<file path="src/shared/ssfm_map.svh">
// constants of the standstill fault monitor: timing counts, field widths and reset values
`ifndef SSFM_MAP_SVH
`define SSFM_MAP_SVH

// ----------------------------------------------------------------
// clock and time base
// ----------------------------------------------------------------
`define SSFM_CLK_HZ         25000000
`define SSFM_TICK_MS        100
`define SSFM_TICK_CYCLES    ((`SSFM_CLK_HZ / 1000) * `SSFM_TICK_MS)

// ----------------------------------------------------------------
// timing in milliseconds and ticks
// ----------------------------------------------------------------
`define SSFM_SIMUL_MS       2500
`define SSFM_SIMUL_TICKS    (`SSFM_SIMUL_MS / `SSFM_TICK_MS)
`define SSFM_DELAY_MIN      6'h02
`define SSFM_FLASH_ON_TICKS  4'h3
`define SSFM_FLASH_OFF_TICKS 4'h3
`define SSFM_PAUSE_TICKS    4'hA

// ----------------------------------------------------------------
// field widths and reset values
// ----------------------------------------------------------------
`define SSFM_THR_W          4
`define SSFM_DLY_W          6
`define SSFM_SIM_CNT_W      5
`define SSFM_SIM_CNT_RST    5'h00
`define SSFM_DLY_CNT_RST    6'h00

`endif

</file>
<file path="src/shared/ssfm_pkg.sv">
// types of the standstill fault monitor
`include "ssfm_map.svh"

package ssfm_pkg;

	// one redundant reading of the two front-panel settings
	typedef struct packed {
		logic [`SSFM_THR_W-1:0] trip_voltage_threshold;
		logic [`SSFM_DLY_W-1:0] standstill_delay_setting;
	} ssfm_setting_t;

	// comparator results and wire checks of the sense inputs
	typedef struct packed {
		logic above_a;
		logic above_b;
		logic break_common;
		logic break_a;
		logic break_b;
	} ssfm_sense_t;

	// blink codes, lower value has priority
	typedef enum logic [2:0] {
		SSFM_CODE_NONE     = 3'h0,
		SSFM_CODE_UNDERV   = 3'h1,
		SSFM_CODE_BREAK_A  = 3'h2,
		SSFM_CODE_BREAK_B  = 3'h3,
		SSFM_CODE_FEEDBACK = 3'h4,
		SSFM_CODE_SIMUL    = 3'h5,
		SSFM_CODE_THR_MIS  = 3'h6,
		SSFM_CODE_DLY_MIS  = 3'h7
	} ssfm_code_t;

	typedef enum logic [1:0] {
		SSFM_SIM_OK    = 2'h0,
		SSFM_SIM_FAULT = 2'h1,
		SSFM_SIM_RUN   = 2'h3
	} ssfm_sim_state_t;

	typedef enum logic [1:0] {
		SSFM_BL_IDLE  = 2'h0,
		SSFM_BL_ON    = 2'h1,
		SSFM_BL_OFF   = 2'h3,
		SSFM_BL_PAUSE = 2'h2
	} ssfm_blink_state_t;

endpackage

</file>
<file path="src/rtl/ssfm_top.sv">
// fault supervision of the back-emf standstill monitor
//
// Notes on behaviour
// [RQ1] open feedback loop reports fault with a group of four flashes
// [RQ2] channels disagreeing on threshold for 2.5 s continuously is a simultaneity failure
// [RQ3] simultaneity failure: fault output on, code five, output status lamp off
// [RQ4] simultaneity fault clears only after voltage rises above threshold then stops
// [RQ5] simultaneity clearing is automatic, fault reset input has no effect
// [RQ6] redundant setting readings must agree; mismatch gives code six or seven
// [RQ7] any fault keeps outputs de-energized and shows only one code
// [RQ8] below threshold starts standstill timer; outputs energize after the set delay
// [RQ9] undervoltage: outputs off, fault output on, one flash, automatic recovery
// [RQ10] wire breaks by priority: channel a or common first, then channel b
`include "ssfm_map.svh"

module ssfm_top #(
	parameter int unsigned TICK_CYCLES = `SSFM_TICK_CYCLES
) (
	// clock and reset
	input  wire logic                  clk_i,
	input  wire logic                  reset_n_i,
	// motor sense
	input  wire ssfm_pkg::ssfm_sense_t sense_i,
	// redundant setting readings
	input  wire ssfm_pkg::ssfm_setting_t setting_a_i,
	input  wire ssfm_pkg::ssfm_setting_t setting_b_i,
	// supply and feedback
	input  wire logic                  supply_ok_i,
	input  wire logic                  feedback_loop_closed_i,
	input  wire logic                  fault_reset_input_i,
	// outputs
	output logic                       safety_out_o,
	output logic                       fault_output_o,
	output logic                       fault_lamp_o,
	output logic                       output_status_lamp_o,
	output logic                       supply_lamp_o,
	output ssfm_pkg::ssfm_code_t       fault_code_o
);

	// ----------------------------------------------------------------
	// time base
	// ----------------------------------------------------------------
	logic [31:0] pre_ff, nxt_pre;
	logic        tick_ff, nxt_tick;

	always_comb begin
		nxt_tick = 1'b0;
		nxt_pre  = pre_ff + 32'h1;
		if (pre_ff >= TICK_CYCLES - 1) begin
			nxt_pre  = 32'h0;
			nxt_tick = 1'b1;
		end
	end

	always_ff @(posedge clk_i or negedge reset_n_i) begin
		if (!reset_n_i) begin
			pre_ff  <= 32'h0;
			tick_ff <= 1'b0;
		end else begin
			pre_ff  <= nxt_pre;
			tick_ff <= nxt_tick;
		end
	end

	// ----------------------------------------------------------------
	// simultaneity supervision
	// ----------------------------------------------------------------
	ssfm_pkg::ssfm_sim_state_t     sim_ff, nxt_sim;
	logic [`SSFM_SIM_CNT_W-1:0]    sim_cnt_ff, nxt_sim_cnt;
	logic                          mismatch;
	logic                          both_above;
	logic                          both_below;

	assign mismatch   = sense_i.above_a ^ sense_i.above_b;
	assign both_above = sense_i.above_a & sense_i.above_b;
	assign both_below = ~sense_i.above_a & ~sense_i.above_b;

	// fault_reset_input_i is deliberately not consulted here
	always_comb begin
		nxt_sim     = sim_ff;
		nxt_sim_cnt = sim_cnt_ff;
		case (sim_ff)
			ssfm_pkg::SSFM_SIM_OK: begin
				if (!mismatch) begin
					nxt_sim_cnt = `SSFM_SIM_CNT_RST; // [RQ2]
				end else if (tick_ff) begin
					nxt_sim_cnt = sim_cnt_ff + 5'h1;
					if (nxt_sim_cnt >= `SSFM_SIM_CNT_W'(`SSFM_SIMUL_TICKS)) begin
						nxt_sim = ssfm_pkg::SSFM_SIM_FAULT; // [RQ2]
					end
				end
			end
			ssfm_pkg::SSFM_SIM_FAULT: begin
				nxt_sim_cnt = `SSFM_SIM_CNT_RST;
				if (both_above) begin
					nxt_sim = ssfm_pkg::SSFM_SIM_RUN; // [RQ4]
				end
			end
			ssfm_pkg::SSFM_SIM_RUN: begin
				if (both_below) begin
					nxt_sim = ssfm_pkg::SSFM_SIM_OK; // [RQ4] [RQ5]
				end
			end
			default: nxt_sim = ssfm_pkg::SSFM_SIM_OK;
		endcase
	end

	always_ff @(posedge clk_i or negedge reset_n_i) begin
		if (!reset_n_i) begin
			sim_ff     <= ssfm_pkg::SSFM_SIM_OK;
			sim_cnt_ff <= `SSFM_SIM_CNT_RST;
		end else begin
			sim_ff     <= nxt_sim;
			sim_cnt_ff <= nxt_sim_cnt;
		end
	end

	// ----------------------------------------------------------------
	// standstill delay timer
	// ----------------------------------------------------------------
	logic [`SSFM_DLY_W-1:0] dly_cnt_ff, nxt_dly_cnt;
	logic [`SSFM_DLY_W-1:0] delay_ticks;
	logic                   still_ff, nxt_still;

	// settings below the minimum delay are raised to it
	assign delay_ticks = (setting_a_i.standstill_delay_setting < `SSFM_DELAY_MIN) ?
		`SSFM_DELAY_MIN : setting_a_i.standstill_delay_setting;

	always_comb begin
		nxt_dly_cnt = dly_cnt_ff;
		nxt_still   = still_ff;
		if (!both_below) begin
			nxt_dly_cnt = `SSFM_DLY_CNT_RST; // [RQ8]
			nxt_still   = 1'b0;
		end else if (tick_ff && !still_ff) begin
			nxt_dly_cnt = dly_cnt_ff + 6'h01;
			if (nxt_dly_cnt >= delay_ticks) begin
				nxt_still = 1'b1; // [RQ8]
			end
		end
	end

	always_ff @(posedge clk_i or negedge reset_n_i) begin
		if (!reset_n_i) begin
			dly_cnt_ff <= `SSFM_DLY_CNT_RST;
			still_ff   <= 1'b0;
		end else begin
			dly_cnt_ff <= nxt_dly_cnt;
			still_ff   <= nxt_still;
		end
	end

	// ----------------------------------------------------------------
	// fault selection and outputs
	// ----------------------------------------------------------------
	ssfm_pkg::ssfm_code_t code_ff, nxt_code;
	logic                 safety_ff, nxt_safety;
	logic                 fault_ff, nxt_fault;
	logic                 status_ff, nxt_status;
	logic                 supply_ff, nxt_supply;

	// one code only: the highest-priority fault wins
	always_comb begin
		if (!supply_ok_i) begin
			nxt_code = ssfm_pkg::SSFM_CODE_UNDERV; // [RQ9]
		end else if (sense_i.break_a || sense_i.break_common) begin
			nxt_code = ssfm_pkg::SSFM_CODE_BREAK_A; // [RQ10]
		end else if (sense_i.break_b) begin
			nxt_code = ssfm_pkg::SSFM_CODE_BREAK_B; // [RQ10]
		end else if (!feedback_loop_closed_i) begin
			nxt_code = ssfm_pkg::SSFM_CODE_FEEDBACK; // [RQ1]
		end else if (sim_ff != ssfm_pkg::SSFM_SIM_OK) begin
			nxt_code = ssfm_pkg::SSFM_CODE_SIMUL; // [RQ3]
		end else if (setting_a_i.trip_voltage_threshold !=
				setting_b_i.trip_voltage_threshold) begin
			nxt_code = ssfm_pkg::SSFM_CODE_THR_MIS; // [RQ6]
		end else if (setting_a_i.standstill_delay_setting !=
				setting_b_i.standstill_delay_setting) begin
			nxt_code = ssfm_pkg::SSFM_CODE_DLY_MIS; // [RQ6]
		end else begin
			nxt_code = ssfm_pkg::SSFM_CODE_NONE;
		end
		nxt_fault  = (nxt_code != ssfm_pkg::SSFM_CODE_NONE); // [RQ3] [RQ6] [RQ9]
		nxt_safety = still_ff && !nxt_fault; // [RQ7] [RQ8]
		nxt_status = nxt_safety; // [RQ3]
		nxt_supply = supply_ok_i;
	end

	always_ff @(posedge clk_i or negedge reset_n_i) begin
		if (!reset_n_i) begin
			code_ff   <= ssfm_pkg::SSFM_CODE_NONE;
			safety_ff <= 1'b0;
			fault_ff  <= 1'b0;
			status_ff <= 1'b0;
			supply_ff <= 1'b0;
		end else begin
			code_ff   <= nxt_code;
			safety_ff <= nxt_safety;
			fault_ff  <= nxt_fault;
			status_ff <= nxt_status;
			supply_ff <= nxt_supply;
		end
	end

	// ----------------------------------------------------------------
	// fault indicator
	// ----------------------------------------------------------------
	ssfm_blink u_ssfm_blink (
		.clk_i     (clk_i),
		.reset_n_i (reset_n_i),
		.tick_i    (tick_ff),
		.code_i    (code_ff), // [RQ1] [RQ7]
		.lamp_o    (fault_lamp_o)
	);

	assign safety_out_o         = safety_ff;
	assign fault_output_o       = fault_ff;
	assign output_status_lamp_o = status_ff;
	assign supply_lamp_o        = supply_ff;
	assign fault_code_o         = code_ff;

endmodule

</file>
<file path="src/rtl/ssfm_blink.sv">
// blink-code generator for the fault indicator
`include "ssfm_map.svh"

module ssfm_blink (
	// clock and reset
	input  wire logic               clk_i,
	input  wire logic               reset_n_i,
	// time base and code
	input  wire logic               tick_i,
	input  wire ssfm_pkg::ssfm_code_t code_i,
	// lamp
	output logic                    lamp_o
);

	ssfm_pkg::ssfm_blink_state_t state_ff, nxt_state;
	ssfm_pkg::ssfm_code_t        code_ff,  nxt_code;
	logic [3:0]                  time_ff,  nxt_time;
	logic [2:0]                  count_ff, nxt_count;
	logic                        lamp_ff,  nxt_lamp;

	// ----------------------------------------------------------------
	// sequencer
	// ----------------------------------------------------------------
	// code is latched per group so a changing fault never truncates a group
	always_comb begin
		nxt_state = state_ff;
		nxt_code  = code_ff;
		nxt_time  = time_ff;
		nxt_count = count_ff;
		case (state_ff)
			ssfm_pkg::SSFM_BL_IDLE: begin
				if (code_i != ssfm_pkg::SSFM_CODE_NONE) begin
					nxt_state = ssfm_pkg::SSFM_BL_ON;
					nxt_code  = code_i;
					nxt_count = 3'h1;
					nxt_time  = 4'h0;
				end
			end
			ssfm_pkg::SSFM_BL_ON: begin
				if (tick_i) begin
					nxt_time = time_ff + 4'h1;
					if (nxt_time >= `SSFM_FLASH_ON_TICKS) begin
						nxt_state = ssfm_pkg::SSFM_BL_OFF;
						nxt_time  = 4'h0;
					end
				end
			end
			ssfm_pkg::SSFM_BL_OFF: begin
				if (tick_i) begin
					nxt_time = time_ff + 4'h1;
					if (nxt_time >= `SSFM_FLASH_OFF_TICKS) begin
						nxt_time = 4'h0;
						if (count_ff == code_ff) begin
							nxt_state = ssfm_pkg::SSFM_BL_PAUSE;
						end else begin
							nxt_state = ssfm_pkg::SSFM_BL_ON;
							nxt_count = count_ff + 3'h1;
						end
					end
				end
			end
			ssfm_pkg::SSFM_BL_PAUSE: begin
				if (tick_i) begin
					nxt_time = time_ff + 4'h1;
					if (nxt_time >= `SSFM_PAUSE_TICKS) begin
						nxt_state = ssfm_pkg::SSFM_BL_IDLE;
						nxt_time  = 4'h0;
					end
				end
			end
			default: nxt_state = ssfm_pkg::SSFM_BL_IDLE;
		endcase
		nxt_lamp = (nxt_state == ssfm_pkg::SSFM_BL_ON);
	end

	always_ff @(posedge clk_i or negedge reset_n_i) begin
		if (!reset_n_i) begin
			state_ff <= ssfm_pkg::SSFM_BL_IDLE;
			code_ff  <= ssfm_pkg::SSFM_CODE_NONE;
			time_ff  <= 4'h0;
			count_ff <= 3'h0;
			lamp_ff  <= 1'b0;
		end else begin
			state_ff <= nxt_state;
			code_ff  <= nxt_code;
			time_ff  <= nxt_time;
			count_ff <= nxt_count;
			lamp_ff  <= nxt_lamp;
		end
	end

	assign lamp_o = lamp_ff;

endmodule

</file>
<file path="config.mk">
export PLATFORM = sky130hd
export DESIGN_NAME = ssfm_top
export DESIGN_NICKNAME = d
export VERILOG_FILES = /design/src/shared/ssfm_pkg.sv /design/src/rtl/ssfm_top.sv /design/src/rtl/ssfm_blink.sv
export VERILOG_INCLUDE_DIRS = /design/src /design/src/shared
export SDC_FILE = /design/constraint.sdc
export NUM_CORES = 1
export LEC_CHECK = 0
export ABC_CLOCK_PERIOD_IN_PS = 3500
export BUFFER_PORTS_ARGS = -buffer_cell sky130_fd_sc_hd__buf_2
export CAP_MARGIN = 20
export CORE_AREA = 2 2 123 125
export CTS_BUF_LIST = sky130_fd_sc_hd__clkbuf_8
export DETAILED_ROUTE_END_ITERATION = 8
export DIE_AREA = 0 0 125 127
export GPL_ROUTABILITY_DRIVEN = 0
export PLACE_DENSITY = 0.47
export SETUP_SLACK_MARGIN = 0.3
export SYNTH_ARGS = -nofsm -noshare
export SYNTH_HDL_FRONTEND = slang
export SYNTH_HIERARCHICAL = 1
export SYNTH_SLANG_ARGS = --single-unit
</file>
<file path="constraint.sdc">
create_clock -name clk_i -period 3.5 [get_ports clk_i]
set_clock_uncertainty 0.15 [all_clocks]
set_input_delay 0.7 -clock clk_i [delete_from_list [all_inputs] [get_ports clk_i]]
set_output_delay 0.7 -clock clk_i [all_outputs]
set_load 0.01 [all_outputs]
</file>
==> metrics.md <==
| Metric | Value |
|---|---|
| Depth of the most critical reg-to-reg path | 7 |
| Mapped Area | 0.003596 sq mm |
| Commonest cells in the netlist | dfrtp_1 (66), nor2_1 (41), xor2_1 (27), nand2_1 (24), nand3_1 (21) |
| # IOs | 38 |
| Internal power | 1.338 mW |
| Wl on met1 | ~3400 microns |
| Max Cap Viol | 0 |
| Number of max-slew violations in the final report | 0 |
| Hold Startpoint | u_ssfm_blink/count_ff[2]$_DFFE_PN0P_ |
| Max_slew headroom | 0.4432 |
| Vias per inst | 4.452 |
| CP cell instances | ha_1, nand4_2, a211oi_1, nor4_2, o2111ai_2, buf_4, nor2_1 |
| Slowest CP cell | dfrtp_1 |
| Combinational share of power | 0.226 |
| Syn Area/Cell | 10.04 sq um |
| Worst path max stage delay | 0.42 ns |
| Met3 Wirelength | 150 microns |
| Chip Height | 127 microns |
| Synth Instances | 358 |
| Worst-Margin Slew | approximately 0.84 ns |
| Post-Route WL | 7007 microns |
| Sw frac | 0.3083 |
| Ys Warns | 6 |
| Vias post-DR | between 2000 and 3000 |
| Fmax | 0.4294 GHz |
| Tmin final | 2.329 ns |
| First-pass GRT wire length | 12300 microns |
| Die Width | about 130 microns |
| Diodes inserted | 0 |
| Max Used Layer | met4 |
| Effective utilization at floorplan | 0.2493 |
| Psw | slightly below 600 uW |
| Antenna Nets Post-Route | 0 |
| Largest net degree at the start of global routing | 67 |
| Required time of the critical path | about 3.6 ns |
| Total grt overflow | 0 |
| Routed wl met2 | 3263 microns |
| Final Net Count | roughly 450 |
| Initial antenna violation count | 0 |
| Crit path kind | reg2reg |
| Die Area | 0.01588 sq mm |
| Synth Register Bits | 66 |
| CP Capture Type | flip-flop |
| Clk slew on worst S/H paths | 0.07 ns |
| Vias in the first global route | 2666 |
| Setup Fix Bufs, Post-CTS | 0 |
| Worst r2r src | pre_ff[0]$_DFF_PN0_ |
| Top-count cell post-synth | dfrtp_1 |
| Reg power frac | 0.479 |
| Share of layout cells above drive strength 1 | 0.1785 |
| DRC Markers | 0 |
| RR Endpoint | pre_ff[15]$_DFF_PN0_ |
| TritonRoute pass-1 iters | 4 |
| Area leader, netlist | dfrtp_1 |
| CTS resizes | 0 |
| Final period utilization | 0.6653 |
| Site Rows | 44 |
| R2r setup slk | 1.17 ns |
| Final worst slack | between 1 and 1.5 ns |
| Clock root cell | clkbuf_8 |
| Total CTS buffers | 9 |
| Hpwl dp | 4888 microns |
| Status | finished, final reports clean |
| Synth top area cells | dfrtp_1 (46%), xor2_1 (6.6%), ha_1 (5.6%), nor2_1 (4.3%), xnor2_1 (4.1%) |
| Clock Power Share | 0.295 |
| Share of the synthesized area in the top cell type | 0.4593 |
| Hold Vio Cnt, Final | 0 |
| Number of flops mapped to enable cells by yosys | 0 |
| Final Core Density | 0.2880 |
| Hold Path Cell Cnt | 1 |
| Post-CTS Hold Buffers | 0 |
| Avg WL per Cell | 11.82 microns |
| CTS tree | yes |
| Iter 0 DRT Violations | 99 |
| Final setup violation count | 0 |
| # clock sinks | between 60 and 70 |
| VDD IR max | about 0.15 mV |
| Core area | 0.01442 sq mm |
| Prevailing post-synth register cell | dfrtp_1 |
| Pwr/cell area | 465.6 mW/mm^2 |
| Clock buffer depth | 2 |
| Port Buf Inserts | 36 |
| Hold Path End | u_ssfm_blink/count_ff[2]$_DFFE_PN0P_ |
| Skew-Pair Late Insertion Delay | 0.35 ns |
| CTS H-tree lvls | 3 |
| RSZ-0062 raised after global routing | no |
| Library cells used by synthesis | 57 |
| Startpoint types | flip-flop |
| Post-synth ARST share | 1.000 |
| Place WS | 1.137 ns |
| Final std cells w/o fill | 593 |
| Hold Path Class | reg2reg |
| Area grow syn2layout | 15.52% |
| Leak | ~1.9 nW |
| Register area share after synthesis | 0.4593 |
| Setup TNS | 0 ns |
| Crit Path Max Fanout | 17 |
| Inst Count DP | 578 |
| GRT Util Overall | 0.09426 |
| CP Data Arrival Time | 2.40 ns |
==> area by class of cell <==
class                      count  area (sq um)
tap                          184         230.2
inverter                      20         75.07
sequential                    66          1652
clock buffer                  11         151.4
clock inverter                 4         18.77
multi-input combinational    270          1832
fill                        1554         10270
timing repair buffer          38         195.2
==> layout by cell type, fill, tap and decap left out, types with 3 or more instances in the layout <==
master | synthesis | final
dfrtp_1 | 66 | 66
nor2_1 | 41 | 41
buf_2 | 0 | 36
xor2_1 | 27 | 27
nand2_1 | 24 | 24
nand3_1 | 21 | 21
inv_1 | 20 | 21
xnor2_1 | 17 | 17
ha_1 | 16 | 16
clkbuf_8 | 0 | 11
conb_1 | 1 | 10
nor3_1 | 8 | 8
nor2b_1 | 8 | 8
o21ai_0 | 8 | 8
nand4_1 | 6 | 6
a21oi_1 | 6 | 6
nor4_1 | 6 | 6
nand2b_1 | 5 | 5
mux2i_1 | 5 | 5
and3_1 | 4 | 4
a31oi_1 | 4 | 4
o31ai_1 | 4 | 4
a211oi_1 | 3 | 3
nor3b_1 | 3 | 3
clkinv_2 | 0 | 3
a22o_1 | 3 | 3
mux2_2 | 3 | 3
==> how the worst max path moves through the flow <==
stage | from | to | slack (ns) | cells after the start
finish | pre_ff[0]$_DFF_PN0_ | pre_ff[15]$_DFF_PN0_ | 1.17 | 7
global route | pre_ff[0]$_DFF_PN0_ | pre_ff[8]$_DFF_PN0_ | 1.01 | 7
detailed placement | setting_a_i[3] | still_ff$_DFFE_PN0P_ | 1.14 | 10
floorplan | setting_a_i[5] | still_ff$_DFFE_PN0P_ | 1.43 | 9
CTS | pre_ff[0]$_DFF_PN0_ | pre_ff[15]$_DFF_PN0_ | 1.13 | 7
global placement | setting_a_i[5] | still_ff$_DFFE_PN0P_ | 1.11 | 10
==> logic make-up after synthesis <==
family | count (synthesis) | synth area share
flops | 66 | 0.4593
buf+inv | 31 | 0.04071
compound gates | 51 | 0.1065
simple gates | 141 | 0.2063
fa+ha+maj | 16 | 0.05567
other cells | 1 | 0.001043
mux | 8 | 0.02331
xor+xnor | 44 | 0.1072
==> worst max-delay path: cells and delay by family, from the launching register on <==
kind | cells | cell delay (ns)
flip-flops | 1 | 0.42
buffers and inverters | 1 | 0.31
adder cells (fa/ha/maj) | 1 | 0.25
AO/OA/AOI/OAI | 2 | 0.70
AND/OR/NAND/NOR | 3 | 0.36
==> layer usage <==
| metal | track usage | vias to the layer above |
|---|---|---|
| li1 | - | 1330 |
| met1 | 0.1186 | 1276 |
| met2 | 0.1519 | 20 |
| met3 | 0.01926 | 14 |
| met4 | 0.05294 | 0 |
| met5 | 0 | - |
==> flip-flops by register name (all words and copies together), names as in the netlist <==
name,count
u_ssfm_blink/lamp_o,1
pre_ff,32
sim_cnt_ff,5
dly_cnt_ff,6
fault_output_o,1
fault_code_o,3
u_ssfm_blink/count_ff,3
sim_ff,2
u_ssfm_blink/state_ff,2
supply_lamp_o,1
still_ff,1
u_ssfm_blink/code_ff,3
output_status_lamp_o,1
u_ssfm_blink/time_ff,4
tick_ff,1
==> power by group through the flow <==
| stage | sequential (mW) | combinational, mW | clock (mW) |
|---|---|---|---|
| after global placement | 0.937 | 0.429 | 0 |
| after floorplan | 0.909 | 0.352 | 0 |
| final | 0.926 | 0.437 | 0.571 |
| after global routing | 0.942 | 0.496 | 0.631 |
| after detailed placement | 0.941 | 0.438 | 0 |
| after CTS | 0.926 | 0.443 | 0.598 |
==> stage by stage <==
stage          area, sq um  hold slack (ns)  power (mW)
6_report              4154           0.3450       1.934
4_1_cts               4154           0.3522       1.968
3_5_place_dp          3984           0.3421       1.379
5_1_grt               4154           0.3632       2.069
2_1_floorplan         3630           0.2544       1.261
3_3_place_gp          3984           0.3328       1.367
(Power assumes the default switching activity.)
